File: config.mk
export PLATFORM = sky130hd
export DESIGN_NAME = dse_exec
export DESIGN_NICKNAME = d
export VERILOG_FILES = /design/src/common/dse_pkg.sv /design/src/hdl/dse_exec.sv
export VERILOG_INCLUDE_DIRS = /design/src /design/src/common
export SDC_FILE = /design/constraint.sdc
export NUM_CORES = 1
export LEC_CHECK = 0
export ABC_CLOCK_PERIOD_IN_PS = 3300
export BUFFER_PORTS_ARGS = -buffer_cell sky130_fd_sc_hd__buf_2
export CORE_MARGIN = 4
export CORE_UTILIZATION = 45
export CTS_CLUSTER_DIAMETER = 120
export DETAILED_ROUTE_END_ITERATION = 7
export PLACE_DENSITY = 0.76
export SYNTH_ARGS = -nofsm -noshare
export SYNTH_HDL_FRONTEND = slang
export SYNTH_SLANG_ARGS = --single-unit
export TNS_END_PERCENT = 20
File: constraint.sdc
create_clock -name ref_clk -period 3.3 [get_ports ref_clk]
set_input_delay 0.495 -clock ref_clk [delete_from_list [all_inputs] [get_ports ref_clk]]
set_output_delay 0.495 -clock ref_clk [all_outputs]
set_load 0.02 [all_outputs]
File: src/common/dse_cfg.svh
// Constants for the decimal adjust, skip and branch execution block
`ifndef DSE_CFG_SVH
`define DSE_CFG_SVH
`define DSE_NIBBLE_LIMIT 4'h9
`define DSE_BCD_FIX 4'h6
`define DSE_GIE_RESET 1'b0
`define DSE_ACC_RESET 8'h00
`define DSE_PC_RESET 11'h000
`define DSE_PCH_LO 1
`define DSE_PCH_HI 2
`endif

File: src/common/dse_pkg.sv
// Types for the decimal adjust, skip and branch execution block
package dse_pkg;
  typedef enum logic [2:0] {
    DSE_OP_NONE,
    DSE_OP_DECIMAL_ADJUST,
    DSE_OP_DECREMENT_SKIP,
    DSE_OP_IRQ_DISABLE,
    DSE_OP_IRQ_ENABLE,
    DSE_OP_BRANCH
  } dse_op_t;

  typedef struct packed {
    logic valid;
    dse_op_t op;
    logic [6:0] regAddr;
    logic destReg;
    logic [8:0] imm;
    logic addCarry;
    logic addHalfCarry;
  } dse_instr_t;

  typedef struct packed {
    logic [7:0] accumulator;
    logic carry;
    logic globalIrqEnable;
    logic [10:0] pc;
    logic pcLoad;
    logic flush;
    logic regWrite;
    logic [6:0] regWrAddr;
    logic [7:0] regWrData;
    logic busy;
  } dse_state_t;
endpackage

File: src/hdl/dse_exec.sv
// Execution of decimal adjust, decrement-skip, irq enable/disable and branch
// Function
// - Decimal adjust converts accumulator sum to BCD
// - Decrement register, result to accumulator or register
// - Zero result flushes prefetched instruction
// - Decrement-skip one cycle, two when skipping
// - Interrupt disable clears global enable, one cycle
// - Branch loads immediate and buffer page bits
// - Branch always taken, two cycles, flushes prefetch
// - Interrupt enable sets global enable
`timescale 1ns/1ps
`include "dse_cfg.svh"
module dse_exec
  import dse_pkg::*;
(
  input wire logic ref_clk,
  input wire logic rst_n,
  input wire dse_instr_t instr,
  input wire logic [7:0] regRdData,
  input wire logic [2:0] pcHighBuffer,
  output logic [6:0] regRdAddr,
  output dse_state_t status
);
  dse_state_t st;
  dse_state_t next_st;

  // Add six to a nibble when over nine or carried out
  function automatic logic [4:0] bcdFix(input logic [3:0] nib, input logic cin);
    bcdFix = (nib > `DSE_NIBBLE_LIMIT || cin) ? {1'b0, nib} + {1'b0, `DSE_BCD_FIX}
                                              : {1'b0, nib};
  endfunction

  // One less than the register content, wrapping at zero
  function automatic logic [7:0] decByOne(input logic [7:0] value);
    decByOne = value - 8'h01;
  endfunction

  // Skip decided on the operand, so no wait for the subtraction
  function automatic logic skipsNext(input logic [7:0] value);
    skipsNext = (value == 8'h01);
  endfunction

  logic [4:0] loFix;
  logic [4:0] hiFix;
  logic hiNeeds;
  logic [7:0] decValue;
  logic takeOp;
  // Decoded strobes of accepted instructions, for the checks below
  logic doAdjust;
  logic doDecSkip;
  logic doIrqOff;
  logic doIrqOn;
  logic doBranch;

  assign regRdAddr = instr.regAddr;
  assign status = st;
  // Slot after a flush is the discarded prefetch, executed as a no-operation
  assign takeOp = instr.valid && !st.busy;
  assign doAdjust = takeOp && instr.op == DSE_OP_DECIMAL_ADJUST;
  assign doDecSkip = takeOp && instr.op == DSE_OP_DECREMENT_SKIP;
  assign doIrqOff = takeOp && instr.op == DSE_OP_IRQ_DISABLE;
  assign doIrqOn = takeOp && instr.op == DSE_OP_IRQ_ENABLE;
  assign doBranch = takeOp && instr.op == DSE_OP_BRANCH;

  always_comb begin
    loFix = bcdFix(st.accumulator[3:0], instr.addHalfCarry);
    // A nine in the high digit overflows once the low digit carries into it
    hiNeeds = (st.accumulator[7:4] > `DSE_NIBBLE_LIMIT) || instr.addCarry ||
              (loFix[4] && st.accumulator[7:4] == `DSE_NIBBLE_LIMIT);
    hiFix = bcdFix(st.accumulator[7:4] + {3'b000, loFix[4]}, hiNeeds);
    decValue = 8'h00;
    decValue = {hiFix[3:0], loFix[3:0]};
    next_st = st;
    next_st.pcLoad = 1'b0;
    next_st.flush = 1'b0;
    next_st.regWrite = 1'b0;
    next_st.busy = 1'b0;
    if (takeOp) begin
      unique case (instr.op)
        DSE_OP_NONE: begin
        end
        DSE_OP_DECIMAL_ADJUST: begin
          next_st.accumulator = decValue;
          next_st.carry = hiFix[4] || hiNeeds;
        end
        DSE_OP_DECREMENT_SKIP: begin
          if (instr.destReg) begin
            next_st.regWrite = 1'b1;
            next_st.regWrAddr = instr.regAddr;
            next_st.regWrData = decByOne(regRdData);
          end else begin
            next_st.accumulator = decByOne(regRdData);
          end
          if (skipsNext(regRdData)) begin
            next_st.flush = 1'b1;
            next_st.busy = 1'b1;
          end
        end
        DSE_OP_IRQ_DISABLE: next_st.globalIrqEnable = 1'b0;
        DSE_OP_IRQ_ENABLE: next_st.globalIrqEnable = 1'b1;
        DSE_OP_BRANCH: begin
          next_st.pc = {pcHighBuffer[`DSE_PCH_HI:`DSE_PCH_LO], instr.imm};
          next_st.pcLoad = 1'b1;
          next_st.flush = 1'b1;
          next_st.busy = 1'b1;
        end
        default: begin
        end
      endcase
    end
  end

  always_ff @(posedge ref_clk or negedge rst_n) begin
    if (!rst_n) begin
      st <= '{accumulator: `DSE_ACC_RESET, carry: 1'b0, globalIrqEnable: `DSE_GIE_RESET,
              pc: `DSE_PC_RESET, pcLoad: 1'b0, flush: 1'b0, regWrite: 1'b0,
              regWrAddr: 7'h00, regWrData: 8'h00, busy: 1'b0};
    end else begin
      st <= next_st;
    end
  end

  // Per-instruction results: decrement-skip, interrupt disable/enable, branch and adjust
  skip_two_cycle_a: assert property (@(posedge ref_clk) disable iff (!rst_n)
    (takeOp && instr.op == DSE_OP_DECREMENT_SKIP && regRdData == 8'h01)
    |=> st.flush && st.busy ##1 !st.busy)
    else $error("decrement skip not two cycles");
  no_skip_a: assert property (@(posedge ref_clk) disable iff (!rst_n)
    (takeOp && instr.op == DSE_OP_DECREMENT_SKIP && regRdData != 8'h01) |=> !st.flush)
    else $error("decrement flushed on nonzero");
  dec_dest_a: assert property (@(posedge ref_clk) disable iff (!rst_n)
    (takeOp && instr.op == DSE_OP_DECREMENT_SKIP && instr.destReg)
    |=> st.regWrite && st.regWrData == $past(regRdData) - 8'h01)
    else $error("decrement result wrong");
  dec_acc_a: assert property (@(posedge ref_clk) disable iff (!rst_n)
    (takeOp && instr.op == DSE_OP_DECREMENT_SKIP && !instr.destReg)
    |=> !st.regWrite && st.accumulator == $past(regRdData) - 8'h01)
    else $error("decrement to accumulator wrong");
  irq_off_a: assert property (@(posedge ref_clk) disable iff (!rst_n)
    (takeOp && instr.op == DSE_OP_IRQ_DISABLE) |=> !st.globalIrqEnable)
    else $error("interrupt disable failed");
  irq_on_a: assert property (@(posedge ref_clk) disable iff (!rst_n)
    (takeOp && instr.op == DSE_OP_IRQ_ENABLE) |=> st.globalIrqEnable)
    else $error("interrupt enable failed");
  branch_target_a: assert property (@(posedge ref_clk) disable iff (!rst_n)
    (takeOp && instr.op == DSE_OP_BRANCH)
    |=> st.pcLoad && st.pc == {$past(pcHighBuffer[2:1]), $past(instr.imm)})
    else $error("branch target wrong");
  branch_flush_a: assert property (@(posedge ref_clk) disable iff (!rst_n)
    (takeOp && instr.op == DSE_OP_BRANCH)
    |=> st.flush && st.busy ##1 !st.pcLoad && !st.flush && !st.busy)
    else $error("branch not two cycles");
  adjust_result_a: assert property (@(posedge ref_clk) disable iff (!rst_n)
    (takeOp && instr.op == DSE_OP_DECIMAL_ADJUST && !instr.addCarry && !instr.addHalfCarry
     && st.accumulator[3:0] < 4'ha && st.accumulator[7:4] < 4'ha)
    |=> $stable(st.accumulator) && !st.carry)
    else $error("adjust altered valid decimal");

  // Discarded prefetch must leave no trace at all
  refused_slot_a: assert property (@(posedge ref_clk) disable iff (!rst_n)
    (st.busy && instr.valid)
    |=> !st.regWrite && !st.pcLoad && !st.flush && !st.busy
        && $stable(st.accumulator) && $stable(st.globalIrqEnable))
    else $error("discarded slot executed");
  busy_single_a: assert property (@(posedge ref_clk) disable iff (!rst_n)
    st.busy |=> !st.busy)
    else $error("stall longer than one slot");
  noskip_one_cycle_a: assert property (@(posedge ref_clk) disable iff (!rst_n)
    (doDecSkip && !skipsNext(regRdData)) |=> !st.busy)
    else $error("decrement without skip stalled");
  skip_zero_write_a: assert property (@(posedge ref_clk) disable iff (!rst_n)
    (doDecSkip && instr.destReg && skipsNext(regRdData)) |=> st.regWrData == 8'h00)
    else $error("skip taken on nonzero result");
  dec_write_addr_a: assert property (@(posedge ref_clk) disable iff (!rst_n)
    (doDecSkip && instr.destReg) |=> st.regWrAddr == $past(instr.regAddr))
    else $error("decrement wrote wrong register");
  dec_no_branch_a: assert property (@(posedge ref_clk) disable iff (!rst_n)
    doDecSkip |=> !st.pcLoad)
    else $error("decrement loaded the counter");

  // Adjust touches only accumulator and carry, in one cycle
  adjust_digits_a: assert property (@(posedge ref_clk) disable iff (!rst_n)
    (doAdjust && !instr.addCarry && !instr.addHalfCarry)
    |=> st.accumulator[3:0] < 4'ha && st.accumulator[7:4] < 4'ha)
    else $error("adjust left a non-decimal digit");
  adjust_carry_a: assert property (@(posedge ref_clk) disable iff (!rst_n)
    (doAdjust && instr.addCarry) |=> st.carry)
    else $error("adjust dropped decimal carry");
  adjust_scope_a: assert property (@(posedge ref_clk) disable iff (!rst_n)
    doAdjust |=> !st.busy && !st.regWrite && !st.pcLoad && $stable(st.pc)
    && $stable(st.globalIrqEnable))
    else $error("adjust touched more than carry");
  carry_hold_a: assert property (@(posedge ref_clk) disable iff (!rst_n)
    !doAdjust |=> $stable(st.carry))
    else $error("carry changed outside adjust");
  acc_hold_a: assert property (@(posedge ref_clk) disable iff (!rst_n)
    !(doAdjust || (doDecSkip && !instr.destReg)) |=> $stable(st.accumulator))
    else $error("accumulator changed unasked");

  // Global enable moves only on its own two instructions
  irq_one_cycle_a: assert property (@(posedge ref_clk) disable iff (!rst_n)
    (doIrqOff || doIrqOn) |=> !st.busy && !st.flush)
    else $error("interrupt op stalled");
  irq_no_write_a: assert property (@(posedge ref_clk) disable iff (!rst_n)
    (doIrqOff || doIrqOn) |=> !st.regWrite && !st.pcLoad && $stable(st.accumulator))
    else $error("interrupt op touched other state");
  gie_hold_a: assert property (@(posedge ref_clk) disable iff (!rst_n)
    !(doIrqOff || doIrqOn) |=> $stable(st.globalIrqEnable))
    else $error("interrupt enable changed unasked");

  // Program counter is only ever loaded by the branch
  pc_hold_a: assert property (@(posedge ref_clk) disable iff (!rst_n)
    !doBranch |=> $stable(st.pc) && !st.pcLoad)
    else $error("counter moved without branch");
  branch_no_write_a: assert property (@(posedge ref_clk) disable iff (!rst_n)
    doBranch |=> !st.regWrite && $stable(st.accumulator) && $stable(st.carry))
    else $error("branch touched data state");
  load_pulse_a: assert property (@(posedge ref_clk) disable iff (!rst_n)
    st.pcLoad |=> !st.pcLoad)
    else $error("counter load held too long");
endmodule // dse_exec

==> flow_summary_export.csv, run 1 <==
group,metric,value,unit
pwr,sw_frac_of_total,0.391,
setup_path,crit_required,3470,ps
route,drt_iter0_drc,110,
synthesis,synth_compound_area_frac,0.117,
synthesis,syn-cell-area,0.00196,mm2
pwr,peakVddDrop,256,uV
route,ant_nets,0,
global_routing,antenna_found_initial,0,
sta,period_share,0.792,
pwr,p_sw,0.666,mW
synthesis,yosys_warnings,0,
setup_path,slowest_delay,440,ps
synthesis,synth_edf_count,0,
setup_path,worstSetupPathType,"reg -> reg",
clock_tree,cts_tree,"done",
sta,finalClockSkew,2.15,ps
synthesis,synth_seq_cells,39,
place,dp_hpwl,3.34,mm
pwr,combPwrFrac,0.410,
final_layout,layout.nets,316,
synthesis,ys_types,39,
pwr,p_per_area,696,mW/mm2
setup_path,crit_path_end_kind,"flip-flop",
final_layout,final_core_util,0.594,
clock_tree,cts_hold_buf,0,
pwr,power,1.70,mW
clock_tree,ctsLongestPathBuffers,2,
synthesis,synth_top_family_by_area,"simple AND/OR/NAND/NOR gates",
synthesis,synth_mux_area_frac,0.0732,
final_layout,final_common_cell,"buf_2",
synthesis,synth_fa_ha_area_frac,0.0382,
clock_tree,path_clk_slew,70,ps
global_routing,grt_max_degree,40,
setup_path,crit_fanout,6,
global_routing,gr-total-overflow,0,
final_layout,insertedDiodeCount,0,
final_layout,largest_register_ff_count,39,
clock_tree,clk_latency,280,ps
synthesis,ys_seq_area_frac,0.497,
synthesis,synthSimpleGateAreaFrac,0.179,
route,drc_errors,0,
sta,rsz0062_at_grt,"false",
synthesis,synth_cells,196,
synthesis,async_reset_ff_frac,1.00,
synthesis,synth_xor_area_frac,0.0357,
clock_tree,post_cts_buffers,0,
setup_path,startpoint_type,"flip-flop",
final_layout,final_cell_mix,"buf_2 (81), dfrtp_1 (39), nand2_1 (38)",
pwr,p_leak,1.26,nW
global_routing,grt_pass1_wl,6.69,mm
worst_hold_path,hold_class,"in -> async",
clock_tree,cts_buffers,5,
sta,setup_violations,0,
pwr,p_clk_frac,0.180,
route,via_count,1665,
sta,fmax,0.383,GHz
synthesis,synthFlopType,"dfrtp_1",
sta,maxSlewViolCount,0,
synthesis,syn-num-nets,238,
flow_run,drv_cap,0,
clock_tree,cts_root_buf,"clkbuf_8",
route,drt-total-wl,4.41,mm
floorplan,die_area,0.00549,mm2
place,io_buffers,81,
route,first_pass_iters,4,
floorplan,die_height,74.1,um
setup_path,worstPathArrival,2780,ps
global_routing,grtUsageTotal,0.159,
pwr,p_seq_frac,0.410,
setup_path,path_cells,"o21a_1 -> ha_1 -> ha_1 -> nand2b_4 -> a211o_1 -> a22oi_1 -> mux2i_1 -> a221o_1",
floorplan,core,0.00412,mm2
final_layout,drive_gt1_frac,0.382,
sta,finalHoldViolCount,0,
floorplan,initial_utilization,0.477,
route,viasPerCell,5.12,
clock_tree,htreeDepth,2,
synthesis,avgSynthCellArea,10.0,um2
pwr,internal-power,1.04,mW
floorplan,ios,83,
place,place_congestion,0.761,
sta,min_period,2610,ps
outcome,status,"finished clean",
sta,whs,324,ps
setup_path,cpMaxStageDelayCell,"dfrtp_1",
global_routing,grt_pass1_vias,1462,
setup_path,rr_worst_depth,8,
setup_path,crit_top_cell,"ha_1",
setup_path,r2r_slack,690,ps
sta,tns,0,ps
clock_tree,clock_sink_count,39,
sta,worst_pin_slew,873,ps
final_layout,area_delta_synth_final,24.5,%
floorplan,rows,23,
sta,slew_headroom,0.418,
clock_tree,ctsResizeCount,0,
route,wire_per_inst,13.6,um
floorplan,die_w,74.1,um
==> kinds of logic (layout without fill, tap and decap cells) <==
group,after synthesis,after routing
buffers and inverters,21,100
AO/OA/AOI/OAI,36,36
AND/OR/NAND/NOR,73,73
adder cells (fa/ha/maj),6,6
flip-flops,39,39
multiplexers,13,13
XOR/XNOR,8,8
==> power groups by stage <==
stage / sequential [mW] / combinational (mW) / clock [mW]
final: 0.698 / 0.698 / 0.306
after floorplan: 0.848 / 0.330 / 0
after global placement: 0.700 / 0.691 / 0
after global routing: 0.717 / 0.768 / 0.333
after detailed placement: 0.708 / 0.703 / 0
after CTS: 0.699 / 0.705 / 0.316
==> cell type report <==
class | instances | area (um2)
Fill cell | 381 | 1670
Sequential cell | 39 | 976
Multi-Input combinational cell | 136 | 871
Timing Repair Buffer | 83 | 420
Clock buffer | 7 | 76.3
Tap cell | 50 | 62.6
Inverter | 9 | 33.8
Clock inverter | 1 | 5.00
==> routing by layer <==
| layer | wire length (um) | global-route usage | vias to the layer above |
|---|---|---|---|
| li1 | - | - | 825 |
| met1 | 1880 | 0.200 | 774 |
| met2 | 2190 | 0.267 | 60 |
| met3 | 264 | 0.0405 | 6 |
| met4 | 74 | 0.0543 | 0 |
| met5 | 0 | 0 | - |
==> cells in the mapped netlist, drive strengths merged, types with 5 or more instances <==
cell / n / area (um2)
dfrtp: 39 / 976
nand2: 38 / 143
o21ai: 14 / 70.1
mux2: 11 / 124
nor2: 11 / 41.3
buf: 10 / 76.3
inv: 8 / 30.0
a21oi: 6 / 30.0
ha: 6 / 75.1
xnor2: 6 / 52.6
nor3: 5 / 25.0
==> worst max-delay path: cells and delay by family, from the launching register on <==
family | cells | cell delay (ps)
DFF | 1 | 440
and+or+nand+nor | 1 | 150
adders and majority gates | 2 | 580
AOI/OAI and AO/OA | 4 | 1190
muxes | 1 | 130
==> stage by stage <==
step | worst slack [ps] | cell area (um2) | std cells
global route | 588 | 2440 | 325
global placement | 759 | 2360 | 317
finish | 686 | 2440 | 325
floorplan | 811 | 1960 | 196
detailed placement | 706 | 2360 | 317
CTS | 705 | 2440 | 325
==> final timing paths <==
kind,end,start
max,status[38]$_DFFE_PN0P_,status[33]$_DFFE_PN0P_
min,status[23]$_DFFE_PN0P_,rst_n
max reg2reg,status[38]$_DFFE_PN0P_,status[33]$_DFFE_PN0P_
min reg2reg,status[14]$_DFFE_PN0P_,status[14]$_DFFE_PN0P_
max in group asynchronous,status[20]$_DFFE_PN0P_,rst_n
min in group ref_clk,status[15]$_DFFE_PN0P_,instr[18]
Note: power is estimated with default switching activity, not from simulation.
==> inputs of run 2 (changes only) <==
- ABC_AREA: not set -> 1
- ABC_CLOCK_PERIOD_IN_PS: 3300 -> 2200
- CORE_UTILIZATION: 45 -> 43
- PLACE_DENSITY: 0.76 -> 0.75
- clock period: 3.3 -> 2.2 ns (I/O delays scaled with it)
==> run 2 against run 1 <==
Against the previous run: sequential share of layout area fell by 2.2 points; maximum frequency is 32% higher; critical path depth rose by 7; register-to-register slack got worse by 460 ps; setup slack got worse by 460 ps; synthesized cell count increased by 20%; clock-buffer cell count fell by 2; largest cell class unchanged.
==> flow_summary_export.csv, run 2 <==
group,metric,value,unit
synthesis,synth_cells,236,
clock_tree,clock_sink_count,39,
route,met3_length,338,um
floorplan,die_w,77.3,um
pwr,p_seq_frac,0.367,
global_routing,antenna_found_initial,0,
setup_path,regToRegStartpoint,"status[33]$_DFFE_PN0P_",
route,ant_nets,0,
global_routing,grtUsageTotal,0.154,
pwr,peakVddDrop,686,uV
synthesis,yosysMostFrequentCell,"nand2_1",
pwr,p_per_area,1090,mW/mm2
synthesis,synth_top_cell_by_area,"dfrtp_1",
clock_tree,cts_root_buf,"clkbuf_8",
synthesis,synthTopCellsByCount,"nand2_1 (65), dfrtp_1 (39), inv_1 (27)",
final_layout,largest_register_ff_count,39,
setup_path,rr_worst_depth,15,
sta,fmax,0.506,GHz
setup_path,crit_fanout,4,
route,wirelength_met1,1.96,mm
sta,tns,0,ps
final_layout,insertedDiodeCount,0,
worst_hold_path,hold_class,"in -> async",
route,via_count,1794,
setup_path,crit_required,2430,ps
sta,worst_pin_slew,851,ps
place,dp_hpwl,3.48,mm
synthesis,avgSynthCellArea,8.76,um2
flow_run,drv_cap,0,
place,pre_cts_ws,222,ps
setup_path,worstReg2RegEnd,"status[39]$_DFFE_PN0P_",
place,place_congestion,0.885,
clock_tree,clk_latency,290,ps
sta,period_share,0.898,
sta,finalHoldViolCount,0,
synthesis,ys_seq_area_frac,0.472,
final_layout,multiInputGateArea,886,um2
pwr,power,2.83,mW
sta,finalClockSkew,4.89,ps
final_layout,regArea,976,um2
route,drt-total-wl,4.44,mm
final_layout,fillers,408,
final_layout,final_cell_mix,"buf_2 (81), nand2_1 (65), dfrtp_1 (39)",
floorplan,ios,83,
final_layout,drive_gt1_frac,0.365,
synthesis,synthFlopType,"dfrtp_1",
route,wire_per_inst,12.0,um
route,viasPerCell,4.85,
setup_path,worstPathArrival,2210,ps
global_routing,gr-total-overflow,0,
synthesis,syn-cell-area,0.00207,mm2
final_layout,final_common_cell,"buf_2",
setup_path,crit_path_end_kind,"flip-flop",
synthesis,syn-num-nets,278,
synthesis,synth_seq_cells,39,
sta,rsz0062_at_grt,"false",
clock_tree,path_clk_slew,80,ps
floorplan,initial_utilization,0.459,
synthesis,ys_types,31,
route,top_layer,"met4",
clock_tree,htreeDepth,2,
sta,fin_ws,224,ps
synthesis,synth_edf_count,0,
pwr,p_sw,1.12,mW
global_routing,grt_max_degree,40,
pwr,p_leak,1.45,nW
setup_path,worstSetupEndpoint,"status[39]$_DFFE_PN0P_",
setup_path,r2r_slack,220,ps
pwr,internal-power,1.71,mW
floorplan,core,0.00450,mm2
outcome,status,"finished clean",
clock_tree,cts_buffers,5,
sta,maxSlewViolCount,0,
clock_tree,cts_tree,"done",
sta,slew_headroom,0.433,
pwr,sw_frac_of_total,0.395,
sta,setup_violations,0,
setup_path,worstSetupStartpoint,"status[33]$_DFFE_PN0P_",
setup_path,startpoint_type,"flip-flop",
synthesis,synth.top_cell.area_share,0.472,
floorplan,die_area,0.00598,mm2
final_layout,layout.nets,359,
floorplan,die_height,77.3,um
route,first_pass_iters,4,
route,drc_errors,0,
clock_tree,ctsLongestPathBuffers,2,
global_routing,grt_pass1_wl,7.44,mm
setup_path,worstSetupPathType,"reg -> reg",
synthesis,yosys_warnings,0,
pwr,combPwrFrac,0.426,
floorplan,rows,24,
route,met2_length,2.08,mm
route,drt_iter0_drc,86,
synthesis,async_reset_ff_frac,1.00,
place,io_buffers,81,
final_layout,area_delta_synth_final,25.3,%
global_routing,grt_pass1_vias,1704,
synthesis,ys_top_cells_by_area,"dfrtp_1 (47%), nand2_1 (12%), mux2_2 (6.0%), inv_1 (4.9%), nand3_1 (4.1%)",
pwr,p_clk_frac,0.208,
sta,min_period,1980,ps
## run 2: cell types whose count changed in the layout (fill, tap and decap cells not counted), moves of 3 or more
cell and change:
xnor2_1 -4, a22oi_1 -4, o22ai_1 +3, inv_1 +19, nor3_1 -4, nor2_1 +6
o21ai_0 -7, a31oi_1 +4, nand3_1 +13, nand2_1 +27
## run 2: timing repair
item / CTS / global route
hold buffers: 0 / 0
resized for setup: 0 / 1
setup endpoints to repair: 0 / 1
buffers inserted: 0 / 1
## run 2: worst min-delay path by stage
stage / slack (ps) / to / from
floorplan: 30 / status[0]$_DFF_PN0_ / rst_n
global placement: 450 / status[5]$_DFFE_PN0P_ / status[5]$_DFFE_PN0P_
detailed placement: 450 / status[5]$_DFFE_PN0P_ / status[5]$_DFFE_PN0P_
CTS: 170 / status[8]$_DFFE_PN0P_ / rst_n
global route: 230 / status[10]$_DFFE_PN0P_ / rst_n
finish: 150 / status[37]$_DFFE_PN0P_ / rst_n
## run 2: metal layers
layer  GRT usage  up-vias
met2       0.263       68
met1       0.186      807
li1            -      911
met4      0.0641        0
met3      0.0370        8
met5           0        -
## run 2: kinds of logic (layout without fill, tap and decap cells)
| family | count (synthesis) | in the layout | synth area share |
|---|---|---|---|
| DFF | 39 | 39 | 0.472 |
| adders and majority gates | 6 | 6 | 0.0363 |
| buffers and inverters | 41 | 123 | 0.101 |
| and+or+nand+nor | 111 | 111 | 0.247 |
| xor gates and xnor gates | 4 | 4 | 0.0170 |
| AOI/OAI and AO/OA | 24 | 24 | 0.0666 |
| muxes | 11 | 11 | 0.0599 |
## run 2: final cells by class
class	instances	area share
timing repair buffer	85	0.168
clock buffer	5	0.0266
clock inverter	3	0.0169
tap	52	0.0251
multi-input combinational	156	0.342
sequential	39	0.377
inverter	30	0.0444
## run 2: stage by stage
stage	hold slack (ps)	util	cells	instance area, um2
2_1_floorplan	34.4	-	236	2070
3_3_place_gp	449	0.548	361	2470
3_5_place_dp	454	0.548	361	2470
4_1_cts	169	0.573	369	2580
5_1_grt	227	0.575	370	2590
6_report	146	0.575	370	2590
## run 2: power by group through the flow
stage / logic [mW] / clock network (mW) / registers, mW
final: 1.21 / 0.588 / 1.04
after global routing: 1.37 / 0.638 / 1.07
after detailed placement: 1.20 / 0 / 1.04
after floorplan: 0.595 / 0 / 1.27
after CTS: 1.21 / 0.605 / 1.03
after global placement: 1.18 / 0 / 1.04
## run 2: worst max-delay path: stages (launching register included)
cell,delay (ps)
dfrtp_1,430
o21ai_2,170
inv_1,60
ha_1,210
ha_1,200
inv_1,50
nand2_1,50
nand2_1,90
inv_1,50
ha_1,190
nand3b_1,150
nand2_1,70
nand2_1,50
nand3_1,60
nand2_1,60
nand2_1,50
